**config.mk**
```make
export PLATFORM = sky130hd
export DESIGN_NAME = bsmd_core
export DESIGN_NICKNAME = d
export VERILOG_FILES = /design/src/bsmd_pkg.sv /design/src/bsmd_cond.sv /design/src/bsmd_core.sv /design/src/bsmd_decode.sv
export SDC_FILE = /design/constraint.sdc
export NUM_CORES = 1
export LEC_CHECK = 0
export BUFFER_PORTS_ARGS = -buffer_cell sky130_fd_sc_hd__buf_2
export CAP_MARGIN = 5
export CORE_MARGIN = 2
export CORE_UTILIZATION = 40
export DETAILED_ROUTE_END_ITERATION = 8
export MAX_ROUTING_LAYER = met4
export PLACE_DENSITY = 0.61
export SETUP_SLACK_MARGIN = 0.2
export SLEW_MARGIN = 0
export SYNTH_ARGS = -nofsm -noshare
export SYNTH_HDL_FRONTEND = slang
export SYNTH_HIERARCHICAL = 1
export SYNTH_SLANG_ARGS = --single-unit
```
**constraint.sdc**
```tcl
create_clock -name clk_i -period 4.35 [get_ports clk_i]
set_input_delay 0.2175 -clock clk_i [delete_from_list [all_inputs] [get_ports clk_i]]
set_output_delay 0.2175 -clock clk_i [all_outputs]
set_load 0.01 [all_outputs]
```
**src/bsmd_pkg.sv**
```systemverilog
// Shared constants, types and layouts of the branch, system-control and block-move unit
package bsmd_pkg;

    // ******************************
    // Register map (byte addresses)
    // ******************************
    localparam logic [7:0] ADR_CTRL = 8'h00;
    localparam logic [7:0] ADR_STATUS = 8'h04;
    localparam logic [7:0] ADR_PC = 8'h08;
    localparam logic [7:0] ADR_SP = 8'h0C;
    localparam logic [7:0] ADR_FLAGS = 8'h10;
    localparam logic [7:0] ADR_SRC = 8'h14;
    localparam logic [7:0] ADR_DST = 8'h18;
    localparam logic [7:0] ADR_CNT = 8'h1C;
    localparam logic [7:0] ADR_LIMIT = 8'h20;

    // ******************************
    // Field positions
    // ******************************
    localparam int CTRL_RUN = 0;
    localparam int CTRL_WAKE = 1;
    localparam int ST_BUSY = 0;
    localparam int ST_SLEEP = 1;
    localparam int ST_BAD = 2;
    localparam int FLG_C = 0;
    localparam int FLG_V = 1;
    localparam int FLG_Z = 2;
    localparam int FLG_N = 3;
    localparam int FLG_I = 7;

    // ******************************
    // Reset values and constants
    // ******************************
    localparam logic [23:0] PC_RST = 24'h000000;
    localparam logic [31:0] SP_RST = 32'h0000_0000;
    localparam logic [7:0] FLAGS_RST = 8'h80;
    localparam logic [23:0] TRAP_VEC_BASE = 24'h000020;
    localparam logic [23:0] INSN_BYTES = 24'h000002;
    localparam logic [31:0] WORD_STEP = 32'h0000_0002;
    localparam logic [31:0] BYTE_STEP = 32'h0000_0001;

    // ******************************
    // Types
    // ******************************
    typedef enum logic [3:0] {
        OP_NOP = 4'h0, OP_BCC = 4'h1, OP_JMP = 4'h2, OP_BSR = 4'h3,
        OP_JSR = 4'h4, OP_RTS = 4'h5, OP_TRAP = 4'h6, OP_RTE = 4'h7,
        OP_SLEEP = 4'h8, OP_LDC = 4'h9, OP_STC = 4'hA, OP_FLAG_AND_IMMEDIATE = 4'hB,
        OP_ORC = 4'hC, OP_FLAG_XOR_IMMEDIATE = 4'hD, OP_MOVE = 4'hE, OP_BAD = 4'hF
    } bsmd_op_e;

    typedef enum logic [6:0] {
        S_IDLE = 7'h01, S_FETCH = 7'h02, S_EXT = 7'h04, S_EXEC = 7'h08,
        S_MEMOP = 7'h10, S_MOVE = 7'h20, S_SLEEP = 7'h40
    } bsmd_state_e;

    typedef struct packed {
        bsmd_op_e op;
        logic [3:0] op2;
        logic [3:0] cond;
        logic [1:0] amode;
        logic [2:0] areg;
        logic [3:0] dreg;
        logic [7:0] imm;
        logic [1:0] ext_words;
    } bsmd_fields_s;

    typedef struct packed {
        logic req;
        logic we;
        logic byte_sz;
        logic [23:0] addr;
        logic [15:0] wdata;
    } bsmd_mreq_s;

endpackage : bsmd_pkg
```
**src/bsmd_cond.sv**
```systemverilog
// Branch condition evaluation from the flag register
`timescale 1ns/1ps
module bsmd_cond (
    // Inputs
    input wire logic [7:0] flags_i,
    input wire logic [3:0] cond_i,
    // Result
    output logic taken_o
);
    import bsmd_pkg::*;

    wire c = flags_i[FLG_C];
    wire z = flags_i[FLG_Z];
    wire v = flags_i[FLG_V];
    wire n = flags_i[FLG_N];
    wire nv = n ^ v;

    always_comb begin
        case (cond_i)
            4'h0: taken_o = 1'b1;
            4'h1: taken_o = 1'b0;
            4'h2: taken_o = ~(c | z);
            4'h3: taken_o = c | z;
            4'h4: taken_o = ~c;
            4'h5: taken_o = c;
            4'h6: taken_o = ~z;
            4'h7: taken_o = z;
            4'h8: taken_o = ~v;
            4'h9: taken_o = v;
            4'hA: taken_o = ~n;
            4'hB: taken_o = n;
            4'hC: taken_o = ~nv;
            4'hD: taken_o = nv;
            4'hE: taken_o = ~(z | nv);
            default: taken_o = z | nv;
        endcase
    end

endmodule : bsmd_cond

```
**src/bsmd_core.sv**
```systemverilog
// Branch, system-control and block-move execution unit with Wishbone registers
// Operation
// - Conditional branch loads target only when true
// - Sixteen branch conditions from the flags
// - Both call forms jump and keep return
// - Return reloads saved address into counter
// - Trap enters exception sequence, not next
// - Exception return restores context and resumes
// - Sleep enters the power-down state
// - Flag load copies source, word read
// - Flag store copies flags, word write
// - Flag AND with 8-bit immediate
// - Flag OR with 8-bit immediate
// - Flag XOR with 8-bit immediate
// - No-operation only advances counter by two
// - Block move copies bytes source to destination
// - Step pointers, count down, zero moves nothing
// - After block move continue with next
// - Instructions are whole 16-bit words
// - Operation field holds first four bits
// - Register fields of three or four bits
// - Extension 8/16/32 bits, 24-bit zero-topped
// - Condition field picks branch condition
//
// Our own choices: register access over Wishbone and the register offsets.
`timescale 1ns/1ps
module bsmd_core (
    // Clock and reset
    input wire logic clk_i,
    input wire logic rst_i,
    // Wishbone slave
    input wire logic wb_cyc_i,
    input wire logic wb_stb_i,
    input wire logic wb_we_i,
    input wire logic [7:0] wb_adr_i,
    input wire logic [3:0] wb_sel_i,
    input wire logic [31:0] wb_dat_i,
    output logic [31:0] wb_dat_o,
    output logic wb_ack_o,
    // Memory system
    output bsmd_pkg::bsmd_mreq_s mem_o,
    input wire logic mem_ack_i,
    input wire logic [15:0] mem_rdata_i,
    // Power-down
    output logic sleep_o
);
    import bsmd_pkg::*;

    // ******************************
    // Functions
    // ******************************
    // Only the low 24 address bits reach the memory system
    function automatic bsmd_mreq_s mk_req(input logic we, input logic bsz,
                                          input logic [31:0] addr,
                                          input logic [15:0] data);
        bsmd_mreq_s r;
        r.req = 1'b1;
        r.we = we;
        r.byte_sz = bsz;
        r.addr = addr[23:0];
        r.wdata = data;
        return r;
    endfunction : mk_req

    function automatic logic [31:0] merge_sel(input logic [31:0] old,
                                              input logic [31:0] nw,
                                              input logic [3:0] sel);
        logic [31:0] r;
        r = old;
        for (int i = 0; i < 4; i++) begin
            if (sel[i]) begin
                r[i*8 +: 8] = nw[i*8 +: 8];
            end
        end
        return r;
    endfunction : merge_sel

    // ******************************
    // State
    // ******************************
    bsmd_state_e state_q;
    bsmd_mreq_s mem_q;
    bsmd_fields_s fld;
    logic run_q, bad_q, sleep_q, ack_q;
    logic [23:0] pc_q;
    logic [31:0] sp_q, src_q, dst_q, rdat_q;
    logic [15:0] cnt_q, ir_q;
    logic [7:0] flg_q, move_byte_q;
    logic [31:0] ext_q;
    logic [1:0] ext_n_q, step_q;
    logic cond_true;

    // ******************************
    // Decode
    // ******************************
    bsmd_decode u_dec (
        .instr_i(ir_q),
        .fields_o(fld)
    );

    bsmd_cond u_cond (
        .flags_i(flg_q),
        .cond_i(fld.cond),
        .taken_o(cond_true)
    );

    // ******************************
    // Bus decode
    // ******************************
    wire bus_hit = wb_cyc_i & wb_stb_i & ~ack_q;
    wire bus_wr = bus_hit & wb_we_i;
    wire halted = (state_q == S_IDLE);
    // Core registers change only while halted, so software never races the sequencer
    wire core_wr = bus_wr & halted;
    wire wr_ctrl = bus_wr & (wb_adr_i == ADR_CTRL);
    wire wake = wr_ctrl & wb_sel_i[0] & wb_dat_i[CTRL_WAKE];
    wire [31:0] status_w = {29'h0, bad_q, sleep_q, ~halted};
    wire [31:0] rd_mux =
        (wb_adr_i == ADR_CTRL) ? {31'h0, run_q} :
        (wb_adr_i == ADR_STATUS) ? status_w :
        (wb_adr_i == ADR_PC) ? {8'h00, pc_q} :
        (wb_adr_i == ADR_SP) ? sp_q :
        (wb_adr_i == ADR_FLAGS) ? {24'h0, flg_q} :
        (wb_adr_i == ADR_SRC) ? src_q :
        (wb_adr_i == ADR_DST) ? dst_q :
        (wb_adr_i == ADR_CNT) ? {16'h0, cnt_q} : 32'h0;

    // ******************************
    // Execution decode
    // ******************************
    wire mem_done = mem_q.req & mem_ack_i;
    wire bsmd_state_e nxt = run_q ? S_FETCH : S_IDLE;
    wire [23:0] disp = {{16{fld.imm[7]}}, fld.imm};
    wire [23:0] rel_tgt = pc_q + disp;
    wire [23:0] abs_tgt = ext_q[23:0];
    wire [23:0] trap_tgt = TRAP_VEC_BASE + {20'h0, fld.imm[1:0], 2'b00};
    wire move_word = fld.op2[0];
    wire [15:0] cnt_cur = move_word ? cnt_q : {8'h00, cnt_q[7:0]};
    wire cnt_zero = (cnt_cur == 16'h0000);
    wire [15:0] cnt_dec = move_word ? cnt_q - 16'h0001 : {cnt_q[15:8], cnt_q[7:0] - 8'h01};
    wire is_push = (fld.op == OP_BSR) | (fld.op == OP_JSR) | (fld.op == OP_TRAP);
    wire is_pop = (fld.op == OP_RTS) | (fld.op == OP_RTE);
    wire is_mem = is_push | is_pop | (fld.op == OP_STC) |
                  ((fld.op == OP_LDC) & (fld.amode != 2'd0));
    wire [1:0] nsteps = ((fld.op == OP_TRAP) | (fld.op == OP_RTE)) ? 2'd3 :
                        (is_push | is_pop) ? 2'd2 : 2'd1;
    wire [31:0] ind_addr = (fld.areg == 3'd5) ? src_q :
                           (fld.areg == 3'd6) ? dst_q : sp_q;
    wire [31:0] ldst_addr = (fld.amode == 2'd2) ? ind_addr : {16'h0, ext_q[15:0]};
    // stack words: low return, high return, flags
    wire [15:0] push_word = (step_q == 2'd0) ? pc_q[15:0] :
                            (step_q == 2'd1) ? {8'h00, pc_q[23:16]} : {flg_q, 8'h00};
    wire [31:0] sp_dn = sp_q - WORD_STEP;
    wire [31:0] sp_up = sp_q + WORD_STEP;
    // Flags sit in the upper byte of the memory word
    wire bsmd_mreq_s op_req = is_push ? mk_req(1'b1, 1'b0, sp_dn, push_word) :
                              is_pop ? mk_req(1'b0, 1'b0, sp_q, 16'h0000) :
                              mk_req(fld.op == OP_STC, 1'b0, ldst_addr, {flg_q, 8'h00});
    // Which pop step carries the high and low return halves
    wire [1:0] pop_hi = (fld.op == OP_RTE) ? 2'd1 : 2'd0;
    wire [1:0] pop_lo = (fld.op == OP_RTE) ? 2'd2 : 2'd1;

    // ******************************
    // Bus registers
    // ******************************
    always_ff @(posedge clk_i) begin
        if (rst_i) begin
            ack_q <= 1'b0;
            rdat_q <= 32'h0;
            run_q <= 1'b0;
        end else begin
            ack_q <= bus_hit;
            rdat_q <= bus_hit ? rd_mux : 32'h0;
            if (wr_ctrl & wb_sel_i[0]) begin
                run_q <= wb_dat_i[CTRL_RUN];
            end
        end
    end

    assign wb_ack_o = ack_q;
    assign wb_dat_o = rdat_q;
    assign mem_o = mem_q;
    assign sleep_o = sleep_q;

    // ******************************
    // Sequencer
    // ******************************
    always_ff @(posedge clk_i) begin
        if (rst_i) begin
            state_q <= S_IDLE;
            mem_q <= '0;
            bad_q <= 1'b0;
            sleep_q <= 1'b0;
            pc_q <= PC_RST;
            sp_q <= SP_RST;
            src_q <= 32'h0;
            dst_q <= 32'h0;
            cnt_q <= 16'h0;
            flg_q <= FLAGS_RST;
            ir_q <= 16'h0;
            ext_q <= 32'h0;
            ext_n_q <= 2'd0;
            step_q <= 2'd0;
            move_byte_q <= 8'h00;
        end else begin
            case (state_q)
                S_IDLE: begin
                    if (core_wr) begin
                        case (wb_adr_i)
                            ADR_STATUS: bad_q <= bad_q & ~(wb_sel_i[0] & wb_dat_i[ST_BAD]);
                            ADR_PC: pc_q <= 24'(merge_sel({8'h00, pc_q}, wb_dat_i, wb_sel_i));
                            ADR_SP: sp_q <= merge_sel(sp_q, wb_dat_i, wb_sel_i);
                            ADR_FLAGS: flg_q <= 8'(merge_sel({24'h0, flg_q}, wb_dat_i, wb_sel_i));
                            ADR_SRC: src_q <= merge_sel(src_q, wb_dat_i, wb_sel_i);
                            ADR_DST: dst_q <= merge_sel(dst_q, wb_dat_i, wb_sel_i);
                            ADR_CNT: cnt_q <= 16'(merge_sel({16'h0, cnt_q}, wb_dat_i, wb_sel_i));
                            default: ;
                        endcase
                    end
                    if (run_q) begin
                        state_q <= S_FETCH;
                    end
                end
                S_FETCH: begin
                    if (!mem_q.req) begin
                        mem_q <= mk_req(1'b0, 1'b0, {8'h00, pc_q}, 16'h0000);
                    end else if (mem_done) begin
                        mem_q.req <= 1'b0;
                        ir_q <= mem_rdata_i;
                        pc_q <= pc_q + INSN_BYTES;
                        ext_q <= 32'h0;
                        ext_n_q <= 2'd0;
                        step_q <= 2'd0;
                        state_q <= S_EXT;
                    end
                end
                S_EXT: begin
                    if (ext_n_q == fld.ext_words) begin
                        state_q <= S_EXEC;
                    end else if (!mem_q.req) begin
                        mem_q <= mk_req(1'b0, 1'b0, {8'h00, pc_q}, 16'h0000);
                    end else if (mem_done) begin
                        mem_q.req <= 1'b0;
                        ext_q <= {ext_q[15:0], mem_rdata_i};
                        pc_q <= pc_q + INSN_BYTES;
                        ext_n_q <= ext_n_q + 2'd1;
                    end
                end
                S_EXEC: begin
                    state_q <= nxt;
                    if (is_mem) begin
                        state_q <= S_MEMOP;
                    end
                    case (fld.op)
                        OP_NOP: ;
                        OP_BCC: begin
                            if (cond_true) begin
                                pc_q <= rel_tgt;
                            end
                        end
                        OP_JMP: pc_q <= abs_tgt;
                        OP_SLEEP: begin
                            sleep_q <= 1'b1;
                            state_q <= S_SLEEP;
                        end
                        OP_LDC: begin
                            if (fld.amode == 2'd0) begin
                                flg_q <= fld.imm;
                            end
                        end
                        OP_FLAG_AND_IMMEDIATE: flg_q <= flg_q & fld.imm;
                        OP_ORC: flg_q <= flg_q | fld.imm;
                        OP_FLAG_XOR_IMMEDIATE: flg_q <= flg_q ^ fld.imm;
                        OP_MOVE: state_q <= S_MOVE;
                        OP_BAD: bad_q <= 1'b1;
                        default: ;
                    endcase
                end
                S_MEMOP: begin
                    if (step_q == nsteps) begin
                        state_q <= nxt;
                        case (fld.op)
                            OP_BSR: pc_q <= rel_tgt;
                            OP_JSR: pc_q <= abs_tgt;
                            OP_TRAP: begin
                                pc_q <= trap_tgt;
                                flg_q[FLG_I] <= 1'b1;
                            end
                            default: ;
                        endcase
                    end else if (!mem_q.req) begin
                        mem_q <= op_req;
                    end else if (mem_done) begin
                        mem_q.req <= 1'b0;
                        step_q <= step_q + 2'd1;
                        if (is_push) begin
                            sp_q <= sp_dn;
                        end
                        if (is_pop) begin
                            sp_q <= sp_up;
                        end
                        if (fld.op == OP_LDC) begin
                            flg_q <= mem_rdata_i[15:8];
                        end
                        if (fld.op == OP_RTE && step_q == 2'd0) begin
                            flg_q <= mem_rdata_i[15:8];
                        end
                        if (is_pop && step_q == pop_hi) begin
                            pc_q[23:16] <= mem_rdata_i[7:0];
                        end
                        if (is_pop && step_q == pop_lo) begin
                            pc_q[15:0] <= mem_rdata_i;
                        end
                    end
                end
                S_MOVE: begin
                    if (step_q == 2'd0 && cnt_zero) begin
                        state_q <= nxt;
                    end else if (!mem_q.req) begin
                        mem_q <= (step_q == 2'd0) ?
                            mk_req(1'b0, 1'b1, src_q, 16'h0000) :
                            mk_req(1'b1, 1'b1, dst_q, {8'h00, move_byte_q});
                    end else if (mem_done) begin
                        mem_q.req <= 1'b0;
                        if (step_q == 2'd0) begin
                            move_byte_q <= mem_rdata_i[7:0];
                            step_q <= 2'd1;
                        end else begin
                            src_q <= src_q + BYTE_STEP;
                            dst_q <= dst_q + BYTE_STEP;
                            cnt_q <= cnt_dec;
                            step_q <= 2'd0;
                        end
                    end
                end
                S_SLEEP: begin
                    if (wake) begin
                        sleep_q <= 1'b0;
                        state_q <= nxt;
                    end
                end
                default: state_q <= S_IDLE;
            endcase
        end
    end

endmodule : bsmd_core

```
**src/bsmd_decode.sv**
```systemverilog
// Instruction word field extraction
`timescale 1ns/1ps
module bsmd_decode (
    // Instruction word
    input wire logic [15:0] instr_i,
    // Fields
    output bsmd_pkg::bsmd_fields_s fields_o
);
    import bsmd_pkg::*;

    wire bsmd_op_e op = bsmd_op_e'(instr_i[15:12]);
    wire [1:0] amode = instr_i[9:8];

    assign fields_o.op = op;
    assign fields_o.op2 = instr_i[11:8];
    assign fields_o.cond = instr_i[11:8];
    assign fields_o.amode = amode;
    assign fields_o.areg = instr_i[6:4];
    assign fields_o.dreg = instr_i[3:0];
    assign fields_o.imm = instr_i[7:0];
    assign fields_o.ext_words =
        (op == OP_JMP || op == OP_JSR) ? 2'd2 :
        (op == OP_LDC && amode == 2'd1) ? 2'd1 :
        (op == OP_STC && amode != 2'd2) ? 2'd1 : 2'd0;

endmodule : bsmd_decode

```
# [Word level (Yosys, flattened, before mapping)]
# Cells that the tools add are included.
# Widths: inputs -> output; s select.
[classes] eq_ne=100 muxes=134 bitwise=36 add_sub_neg=11 n_div=0 multipliers=0 reduce_logical=54 shifts=0 n_lt_le_gt_ge=0
[op_table] operator="$mux 32" count=23
[op_table] operator="$mux 24" count=18
[op_table] operator="$mux 42" count=6
[op_table] operator="$mux 16" count=12
[op_table] operator="$pmux 32 s2" count=3
[op_table] operator="$pmux 43 s4" count=1
[op_table] operator="$mux 43" count=3
[op_table] operator="$pmux 24 s5" count=1
[op_table] operator="$reduce_and 8->1" count=13
[op_table] operator="$mux 8" count=12
[op_table] operator="$pmux 24 s2" count=2
[op_table] operator="$pmux 24 s3" count=1
[op_table] operator="$add 32x1->32 const B" count=2
[op_table] operator="$eq 4x4->1 const B" count=15
[op_table] operator="$mux 7" count=8
[op_table] operator="$ne 2x2->1 const B" count=25
[op_table] operator="$pmux 7 s7" count=1
[op_table] operator="$mux 2" count=17
[op_table] operator="$reduce_and 11->1" count=3
[op_table] operator="$add 32x2->32 const B" count=1
[op_table] operator="$eq 4x3->1 const B" count=8
[op_table] operator="$eq 8x5->1 const B" count=4
[op_table] operator="$pmux 16 s2" count=1
[op_table] operator="$pmux 8 s4" count=1
[op_table] operator="other kinds (66)" count=154
[totals] in_bits=66 mem_bits_rw=0 output_inout_bits=77 mem_bits_ro=0 mem_count=0 latch_bits=0 reg_bits=282 wordCells=373

# [Longest topological paths before layout]
# Gate-level depths: netlist of the first run.
[logic_depth] ltp_word=9 ltp_mapped=15 ltp_nobuf=12

# [By module]
# The synthesis of the first run kept the hierarchy.
[by_module_without_submodules] mod="bsmd_core" instances=1 area_per_inst_um2=19955.4 cells_per_inst=2723 seq_area_each_um2=5645.4
[by_module_without_submodules] mod="bsmd_decode" instances=1 area_per_inst_um2=272.8 cells_per_inst=36 seq_area_each_um2=0.0
[by_module_without_submodules] mod="bsmd_cond" instances=1 area_per_inst_um2=157.7 cells_per_inst=22 seq_area_each_um2=0.0

# [Least setup slack after synthesis of the first run]
# Ideal clock, no wire load.
[synth_path] kind="register to register" startpoint="register pc_q[1]" endpoint="register pc_q[23]" t_required_ns=4.223 setup_slack_ns=1.336 t_arrival_ns=2.887 stages_incl_launch_ff=10 setup_ns=0.127 path_buffers=0 synth_period_minus_slack_ns=3.014 cell_sequence="dfxtp_1 -> ha_1 -> a211oi_1 -> nor2_1 -> o41ai_1 -> o21ai_0 -> a221oi_1 -> o31ai_1 -> a22o_1 -> or3_1"
[synth_between] elab_chain_len=5 word_cells_on_any_way=10 classes_between="add/sub: 2; mux: 8"
[synth_lines] item="from (decl)" line_no="bsmd_core.sv:85" text="logic [23:0] pc_q;"
[synth_lines] item="from (signal assigned)" line_no="bsmd_core.sv:211" text="ADR_PC: pc_q <= 24'(merge_sel({8'h00, pc_q}, wb_dat_i, wb_sel_i));"
[synth_lines] item="from (signal assigned)" line_no="bsmd_core.sv:230" text="pc_q <= pc_q + INSN_BYTES;"
[synth_lines] item="from (signal assigned)" line_no="bsmd_core.sv:245" text="pc_q <= pc_q + INSN_BYTES;"
[synth_lines] item="$add 24x2->24" line_no="bsmd_core.sv:230, bsmd_core.sv:245"
[synth_lines] item="$mux 24" line_no="bsmd_core.sv:227, bsmd_core.sv:242"
[synth_lines] item="$mux 24" line_no="bsmd_core.sv:240" text="end else if (!mem_q.req) begin"
[synth_lines] item="$mux 24" line_no="bsmd_core.sv:238" text="if (ext_n_q == fld.ext_words) begin"
[synth_lines] item="$pmux 24 s5 *" line_no="bsmd_core.sv:206" text="case (state_q)"
# Mark *: on every way between the ends. The rest lies on a longest branch, timed or not. The select of a mux whose other input is x is not followed.
# A chain may end at the register's enable or synchronous reset.

# [Final worst setup path of the first run]
[layout_path] startpoint="register cnt_q[13]" endpoint="register mem_q (netlist bit mem_o[1])"
[layout_between] elab_chain_len=5
[layout_lines] item="from (decl)" line_no="bsmd_core.sv:87" text="logic [15:0] cnt_q, ir_q;"
[layout_lines] item="from (signal assigned)" line_no="bsmd_core.sv:216" text="ADR_CNT: cnt_q <= 16'(merge_sel({16'h0, cnt_q}, wb_dat_i, wb_sel_i));"
[layout_lines] item="from (signal assigned)" line_no="bsmd_core.sv:331" text="cnt_q <= cnt_dec;"
[layout_lines] item="$mux 16" line_no="bsmd_core.sv:138" text="wire [15:0] cnt_cur = move_word ? cnt_q : {8'h00, cnt_q[7:0]};"
[layout_lines] item="$logic_not 16->1" line_no="bsmd_core.sv:139" text="wire cnt_zero = (cnt_cur == 16'h0000);"
[layout_lines] item="$logic_and 1x1->1" line_no="bsmd_core.sv:317" text="if (step_q == 2'd0 && cnt_zero) begin"
[layout_lines] item="$ne 2x2->1 (no source line)"
[layout_lines] item="$reduce_and 6->1 (no source line)"
[layout_lines] item="to (signal assigned)" line_no="bsmd_core.sv:226" text="mem_q <= mk_req(1'b0, 1'b0, {8'h00, pc_q}, 16'h0000);"
[layout_lines] item="to (signal assigned)" line_no="bsmd_core.sv:292" text="mem_q <= op_req;"
[layout_lines] item="to (signal assigned)" line_no="bsmd_core.sv:320" text="mem_q <= (step_q == 2'd0) ?"
[layout_lines] item="to (decl)" line_no="bsmd_core.sv:82" text="bsmd_mreq_s mem_q;"
# No other way between the ends.

==> impl_metrics.csv, run 1 <==
group,metric,value,unit
run_status,status,"complete, but fails checks",
run_status,violations,"DRC",
detailed_routing,antenna_left,0,
timing,worst_slew_pin_slew,1.17,ns
global_route,first_global_vias,21300,
placed_design,port-buffer-count,142,
power,totalPowerFinal,6.88,mW
worst_setup_path,max_stage_delay,0.74,ns
logic_synthesis,syn_inst,2774,
floorplan,chipWidth,229,microns
timing,hold-worst-slack,0.00371,ns
clock_tree,cts_sinks,282,
power,combinationalPowerShare,10.8,%
timing,grt_setup_unrepaired,"no",
global_route,grt_first_pass_wirelength,147000,microns
detailed_routing,wirelength,101000,microns
worst_setup_path,slowest_stage,"nand2b_1",
timing,setup-violations-final,0,
placed_design,place_ws,0.549,ns
global_route,track_usage,38.2,%
detailed_routing,viasPerCell,6.75,
floorplan,start_util,40.5,%
global_route,gr-total-overflow,0,
clock_tree,clkTransAtPathRegs,0.06,ns
power,ir_drop,0.000227,V
power,power.density,301,mW/mm^2
detailed_routing,drc,3,
cells_and_area,syn2layout_area_growth,12.4,%
floorplan,rows,82,
clock_tree,cts_buffers,37,
clock_tree,ctsHtreeMaxLevel,2,
worst_setup_path,critical_path.reg2reg.startpoint,"cnt_q[13]",
floorplan,core,0.0502,sq mm
timing,fmaxAchievable,253,MHz
logic_synthesis,synth_nets,2888,
placed_design,postPlaceCellArea,0.0215,sq mm
worst_setup_path,critPathMaxFanout,17,
clock_tree,cts_tree,"built",
global_route,antenna_found_initial,5,
detailed_routing,detail_route.wl_per_cell,29.0,microns
hold_path,hold_depth,3,
worst_setup_path,cp-start-kind,"flop",
placed_design,placed_cells,3410,
detailed_routing,dr.pass1.iters,9,
worst_setup_path,reg2reg_slack,0.39,ns
worst_setup_path,worstRegToRegCells,8,
cells_and_area,design_area,0.0229,sq mm
clock_tree,cts_resized,0,
power,p_clk_share,50.9,%
placed_design,post-dp-hpwl,75600,microns
cells_and_area,fin_nets,2892,
clock_tree,cts_setup_buffers,0,
logic_synthesis,yosys_warnings,6,
worst_setup_path,critical_path_class,"flop to flop",
clock_tree,clock_latency,0.59,ns
timing,maxSlewHeadroom,21.8,%
global_route,grt_max_degree,108,
timing,finalWorstSetupSlack,0.393,ns
logic_synthesis,avgSynthCellArea,7.33,sq um
power,sw_frac_of_total,28.4,%
clock_tree,ctsHoldBuffers,0,
floorplan,die_y,229,microns
timing,skew,0.0277,ns
worst_setup_path,end_kind,"flop",
job,max_cap_violations,0,
detailed_routing,drt_iter0_drc,3742,
floorplan,ios,143,
cells_and_area,drive_gt1_share,13.1,%
floorplan,design.die.area,0.0527,sq mm
power,seqPwrFrac,38.3,%
cells_and_area,finalNonFillerCells,3484,
timing,hold_viol_final,0,
clock_tree,cts_max_path_buffers,3,
cells_and_area,utilization,45.6,%
worst_setup_path,arrival,4.44,ns
timing,period_minus_slack,3.96,ns
power,internal-power,4.92,mW
logic_synthesis,netlist_area,0.0203,sq mm
timing,setup_tns,0,ns
hold_path,hp-class,"input port to flop",
placed_design,globalplace.congestion,1.04,
timing,maxSlewViolCount,0,
clock_tree,cts_root_buf,"clkbuf_16",
power,leakagePower,8.55,nW
worst_setup_path,crit_path_cell_trace,"or4_1, o41ai_1, nand2_1, o2111ai_1, nand2b_1, buf_4, a221oi_1, nor3_1",
hold_path,min_from,"mem_rdata_i[4]",
worst_setup_path,critPathRequiredTime,4.83,ns
power,p_sw,1.95,mW
detailed_routing,vias,23500,
hold_path,worstHoldEndpoint,"move_byte_q[4]",
worst_setup_path,rr_endpoint,"mem_o[1]",
timing,finalCritPeriodShare,91.0,%
-- how the worst max path moves through the flow --
| stage | slack, ns | from | to |
|---|---|---|---|
| after floorplan | 1.34 | pc_q[1] | pc_q[23] |
| after global placement | 0.63 | ir_q[13] | pc_q[3] |
| after detailed placement | 0.55 | cnt_q[13] | mem_o[2] |
| after CTS | 0.48 | cnt_q[13] | mem_o[2] |
| after global routing | 0.26 | cnt_q[13] | mem_o[11] |
| final | 0.39 | cnt_q[13] | mem_o[1] |
-- state kept, by name, indices dropped and copies added (netlist names), 2 cells and up --
register     cells
pc_q            24
ext_n_q          2
dst_q           32
cnt_q           16
sp_q            32
move_byte_q      8
state_q          7
ir_q            16
ext_q           24
wb_dat_o        32
mem_o           43
flg_q            8
step_q           2
src_q           32
-- cell usage in the layout, fill, tap and decap left out, drive strengths merged, types with 25 or more instances in the layout --
master,instances
a211oi,97
a21oi,222
a221oi,33
a222oi,31
a22oi,116
a31oi,31
and3,34
buf,231
clkbuf,40
dfxtp,282
ha,47
inv,48
mux2i,89
nand2,271
nand3,101
nand4,25
nor2,336
nor3,84
o21ai,213
o22ai,35
o31ai,44
xnor2,29
-- power groups by stage --
stage / clock (mW) / sequential, mW / combinational [mW]
2_1_floorplan: 0 / 2.66 / 0.462
3_3_place_gp: 0 / 2.69 / 0.702
3_5_place_dp: 0 / 2.69 / 0.710
4_1_cts: 3.51 / 2.63 / 0.714
5_1_grt: 3.62 / 2.63 / 0.788
6_report: 3.50 / 2.63 / 0.742
-- final cells by class --
cell class / instances / area, sq um
repair buffers: 232 / 1420
well taps: 672 / 841
diodes: 6 / 15.0
multi-input cells: 2182 / 13400
clock inverters: 28 / 398
clock buffers: 39 / 953
flip-flops and latches: 282 / 5650
fillers: 5022 / 27300
inverters: 43 / 161
-- worst max-delay path, delay by kind of cell (launching register included) --
| kind | cells | cell delay (ns) |
|---|---|---|
| DFF | 1 | 0.36 |
| and+or+nand+nor | 4 | 1.80 |
| buffers and inverters | 1 | 0.36 |
| AOI/OAI and AO/OA | 3 | 1.31 |
-- metal layers --
metal | vias to the layer above | global-route usage (%) | routed length (microns)
met5 | - | - | 0
met4 | 0 | 15.4 | 4530
met3 | 226 | 10.6 | 12900
met2 | 1603 | 52.0 | 40800
met1 | 11300 | 52.6 | 42800
li1 | 10400 | - | -
Note: power is estimated with default switching activity, not from simulation.
==> run 2: changes to the inputs <==
--- a/config.mk
+++ b/config.mk
@@ -12,6 +12,7 @@
 export DETAILED_ROUTE_END_ITERATION = 8
 export MAX_ROUTING_LAYER = met4
 export PLACE_DENSITY = 0.61
+export RECOVER_POWER = 50
 export SETUP_SLACK_MARGIN = 0.2
 export SLEW_MARGIN = 0
 export SYNTH_ARGS = -nofsm -noshare
==> run 2 against run 1 <==
The flow finishes with violations (capacitance limit, slew limit); clock skew about the same; sequential power about the same; combinational power down 0.5%; utilization down 0.32 points; worst setup slack better by 0.025 ns; first-iteration DRC count down 2.8%; sequential cell count unchanged; global-route usage unchanged; via count about the same; register-to-register slack better by 0.03 ns; fmax up 0.64%; non-clock buffer count unchanged; largest cell class unchanged.
==> impl_metrics.csv, run 2 (synthesis results as in run 1) <==
group,metric,value,unit
run_status,status,"complete, but fails checks",
run_status,violations,"capacitance limit, slew limit",
timing,setup-violations-final,0,
cells_and_area,mostFrequentLayoutCell,"nor2_1",
cells_and_area,largest_reg_flops,43,
hold_path,worstHoldEndpoint,"move_byte_q[4]",
clock_tree,ctsHoldBuffers,0,
clock_tree,cts_resized,0,
floorplan,ios,143,
worst_setup_path,critical_path.reg2reg.startpoint,"cnt_q[13]",
detailed_routing,detail_route.wl_per_cell,29.1,microns
timing,skew,0.0274,ns
worst_setup_path,worstRegToRegCells,8,
global_route,gr-total-overflow,0,
job,max_cap_violations,2,
clock_tree,cts_setup_buffers,0,
floorplan,design.die.area,0.0527,sq mm
worst_setup_path,critical_path_class,"flop to flop",
placed_design,post-dp-hpwl,75600,microns
detailed_routing,dr.pass1.iters,8,
detailed_routing,antenna_left,0,
timing,setup_tns,0,ns
timing,grt_setup_unrepaired,"no",
clock_tree,clkTransAtPathRegs,0.06,ns
power,leakagePower,8.18,nW
floorplan,die_y,229,microns
power,power.density,302,mW/mm^2
hold_path,min_from,"mem_rdata_i[4]",
clock_tree,cts_buffers,37,
timing,maxSlewHeadroom,-20.7,%
clock_tree,cts_tree,"built",
detailed_routing,drt_iter0_drc,3638,
worst_setup_path,critPathMaxFanout,17,
cells_and_area,layout_common_cells,"nor2_1 (326), dfxtp_1 (282), nand2_1 (270), a21oi_1 (221), o21ai_0 (208)",
detailed_routing,vias,23500,
hold_path,hp-class,"input port to flop",
cells_and_area,syn2layout_area_growth,11.6,%
hold_path,hold_depth,3,
cells_and_area,finalNonFillerCells,3480,
timing,hold-worst-slack,0.00914,ns
placed_design,globalplace.congestion,1.04,
cells_and_area,fin_nets,2892,
timing,hold_viol_final,0,
worst_setup_path,reg2reg_slack,0.42,ns
worst_setup_path,end_kind,"flop",
floorplan,rows,82,
clock_tree,cts_root_buf,"clkbuf_16",
global_route,track_usage,38.2,%
clock_tree,cts_max_path_buffers,3,
detailed_routing,wirelength,101000,microns
cells_and_area,multi_input_area,0.0134,sq mm
clock_tree,ctsHtreeMaxLevel,2,
global_route,grt_first_pass_wirelength,147000,microns
floorplan,chipWidth,229,microns
timing,period_minus_slack,3.93,ns
cells_and_area,n_fill_cell,5086,
cells_and_area,utilization,45.2,%
power,ir_drop,0.000226,V
floorplan,start_util,40.5,%
detailed_routing,viasPerCell,6.75,
clock_tree,clock_latency,0.59,ns
timing,maxSlewViolCount,58,
worst_setup_path,rr_endpoint,"mem_o[2]",
worst_setup_path,arrival,4.42,ns
placed_design,placed_cells,3410,
worst_setup_path,critPathRequiredTime,4.84,ns
global_route,grt_max_degree,108,
cells_and_area,drive_gt1_share,9.94,%
timing,worst_slew_pin_slew,1.81,ns
timing,fmaxAchievable,254,MHz
timing,finalCritPeriodShare,90.4,%
floorplan,core,0.0502,sq mm
global_route,antenna_found_initial,2,
cells_and_area,ff_latch_area,0.00565,sq mm
detailed_routing,drc,0,
clock_tree,cts_sinks,282,
worst_setup_path,cp-start-kind,"flop",
global_route,first_global_vias,21300,
power,totalPowerFinal,6.87,mW
placed_design,port-buffer-count,142,
## run 2: stage by stage
| stage | setup WS [ns] | cell area, sq um |
|---|---|---|
| final | 0.418 | 22700 |
| after global routing | 0.259 | 22700 |
| after CTS | 0.481 | 22800 |
| after detailed placement | 0.549 | 21500 |
| after global placement | 0.625 | 21500 |
| after floorplan | 1.34 | 20300 |
## run 2: area by class of cell
cell class	count	share of cell area, %
diodes	2	0.0220
clock buffers	39	4.20
clock inverters	28	1.75
inverters	43	0.711
multi-input cells	2182	59.0
flip-flops and latches	282	24.9
well taps	672	3.70
repair buffers	232	5.74
## run 2: per-layer routing
layer	vias up	track usage (%)	wire, microns
met1	11300	52.6	43100
li1	10400	-	-
met4	0	15.4	4580
met2	1603	52.0	40700
met3	235	10.6	12800
met5	-	-	0
## run 2: power by group
part           internal [mW]  switching [mW]  total (mW)
Clock                   2.10            1.40        3.49
Sequential              2.60          0.0373        2.63
Combinational          0.226           0.512       0.738
Total                   4.92            1.95        6.87
## run 2: critical path, cell delays in order (launching register included)
cell	delay, ns
dfxtp_1	0.37
or4_1	0.55
o41ai_1	0.69
nand2_1	0.37
o2111ai_1	0.53
nand2b_1	0.73
buf_4	0.36
a221oi_1	0.08
nor3_1	0.15
## run 2: worst max-delay path by stage
stage,from,endpoint,slack (ns),cells past startpoint
3_5_place_dp,cnt_q[13],mem_o[2],0.55,8
6_report,cnt_q[13],mem_o[2],0.42,8
4_1_cts,cnt_q[13],mem_o[2],0.48,8
5_1_grt,cnt_q[13],mem_o[11],0.26,8
2_1_floorplan,pc_q[1],pc_q[23],1.34,9
3_3_place_gp,ir_q[13],pc_q[3],0.63,9
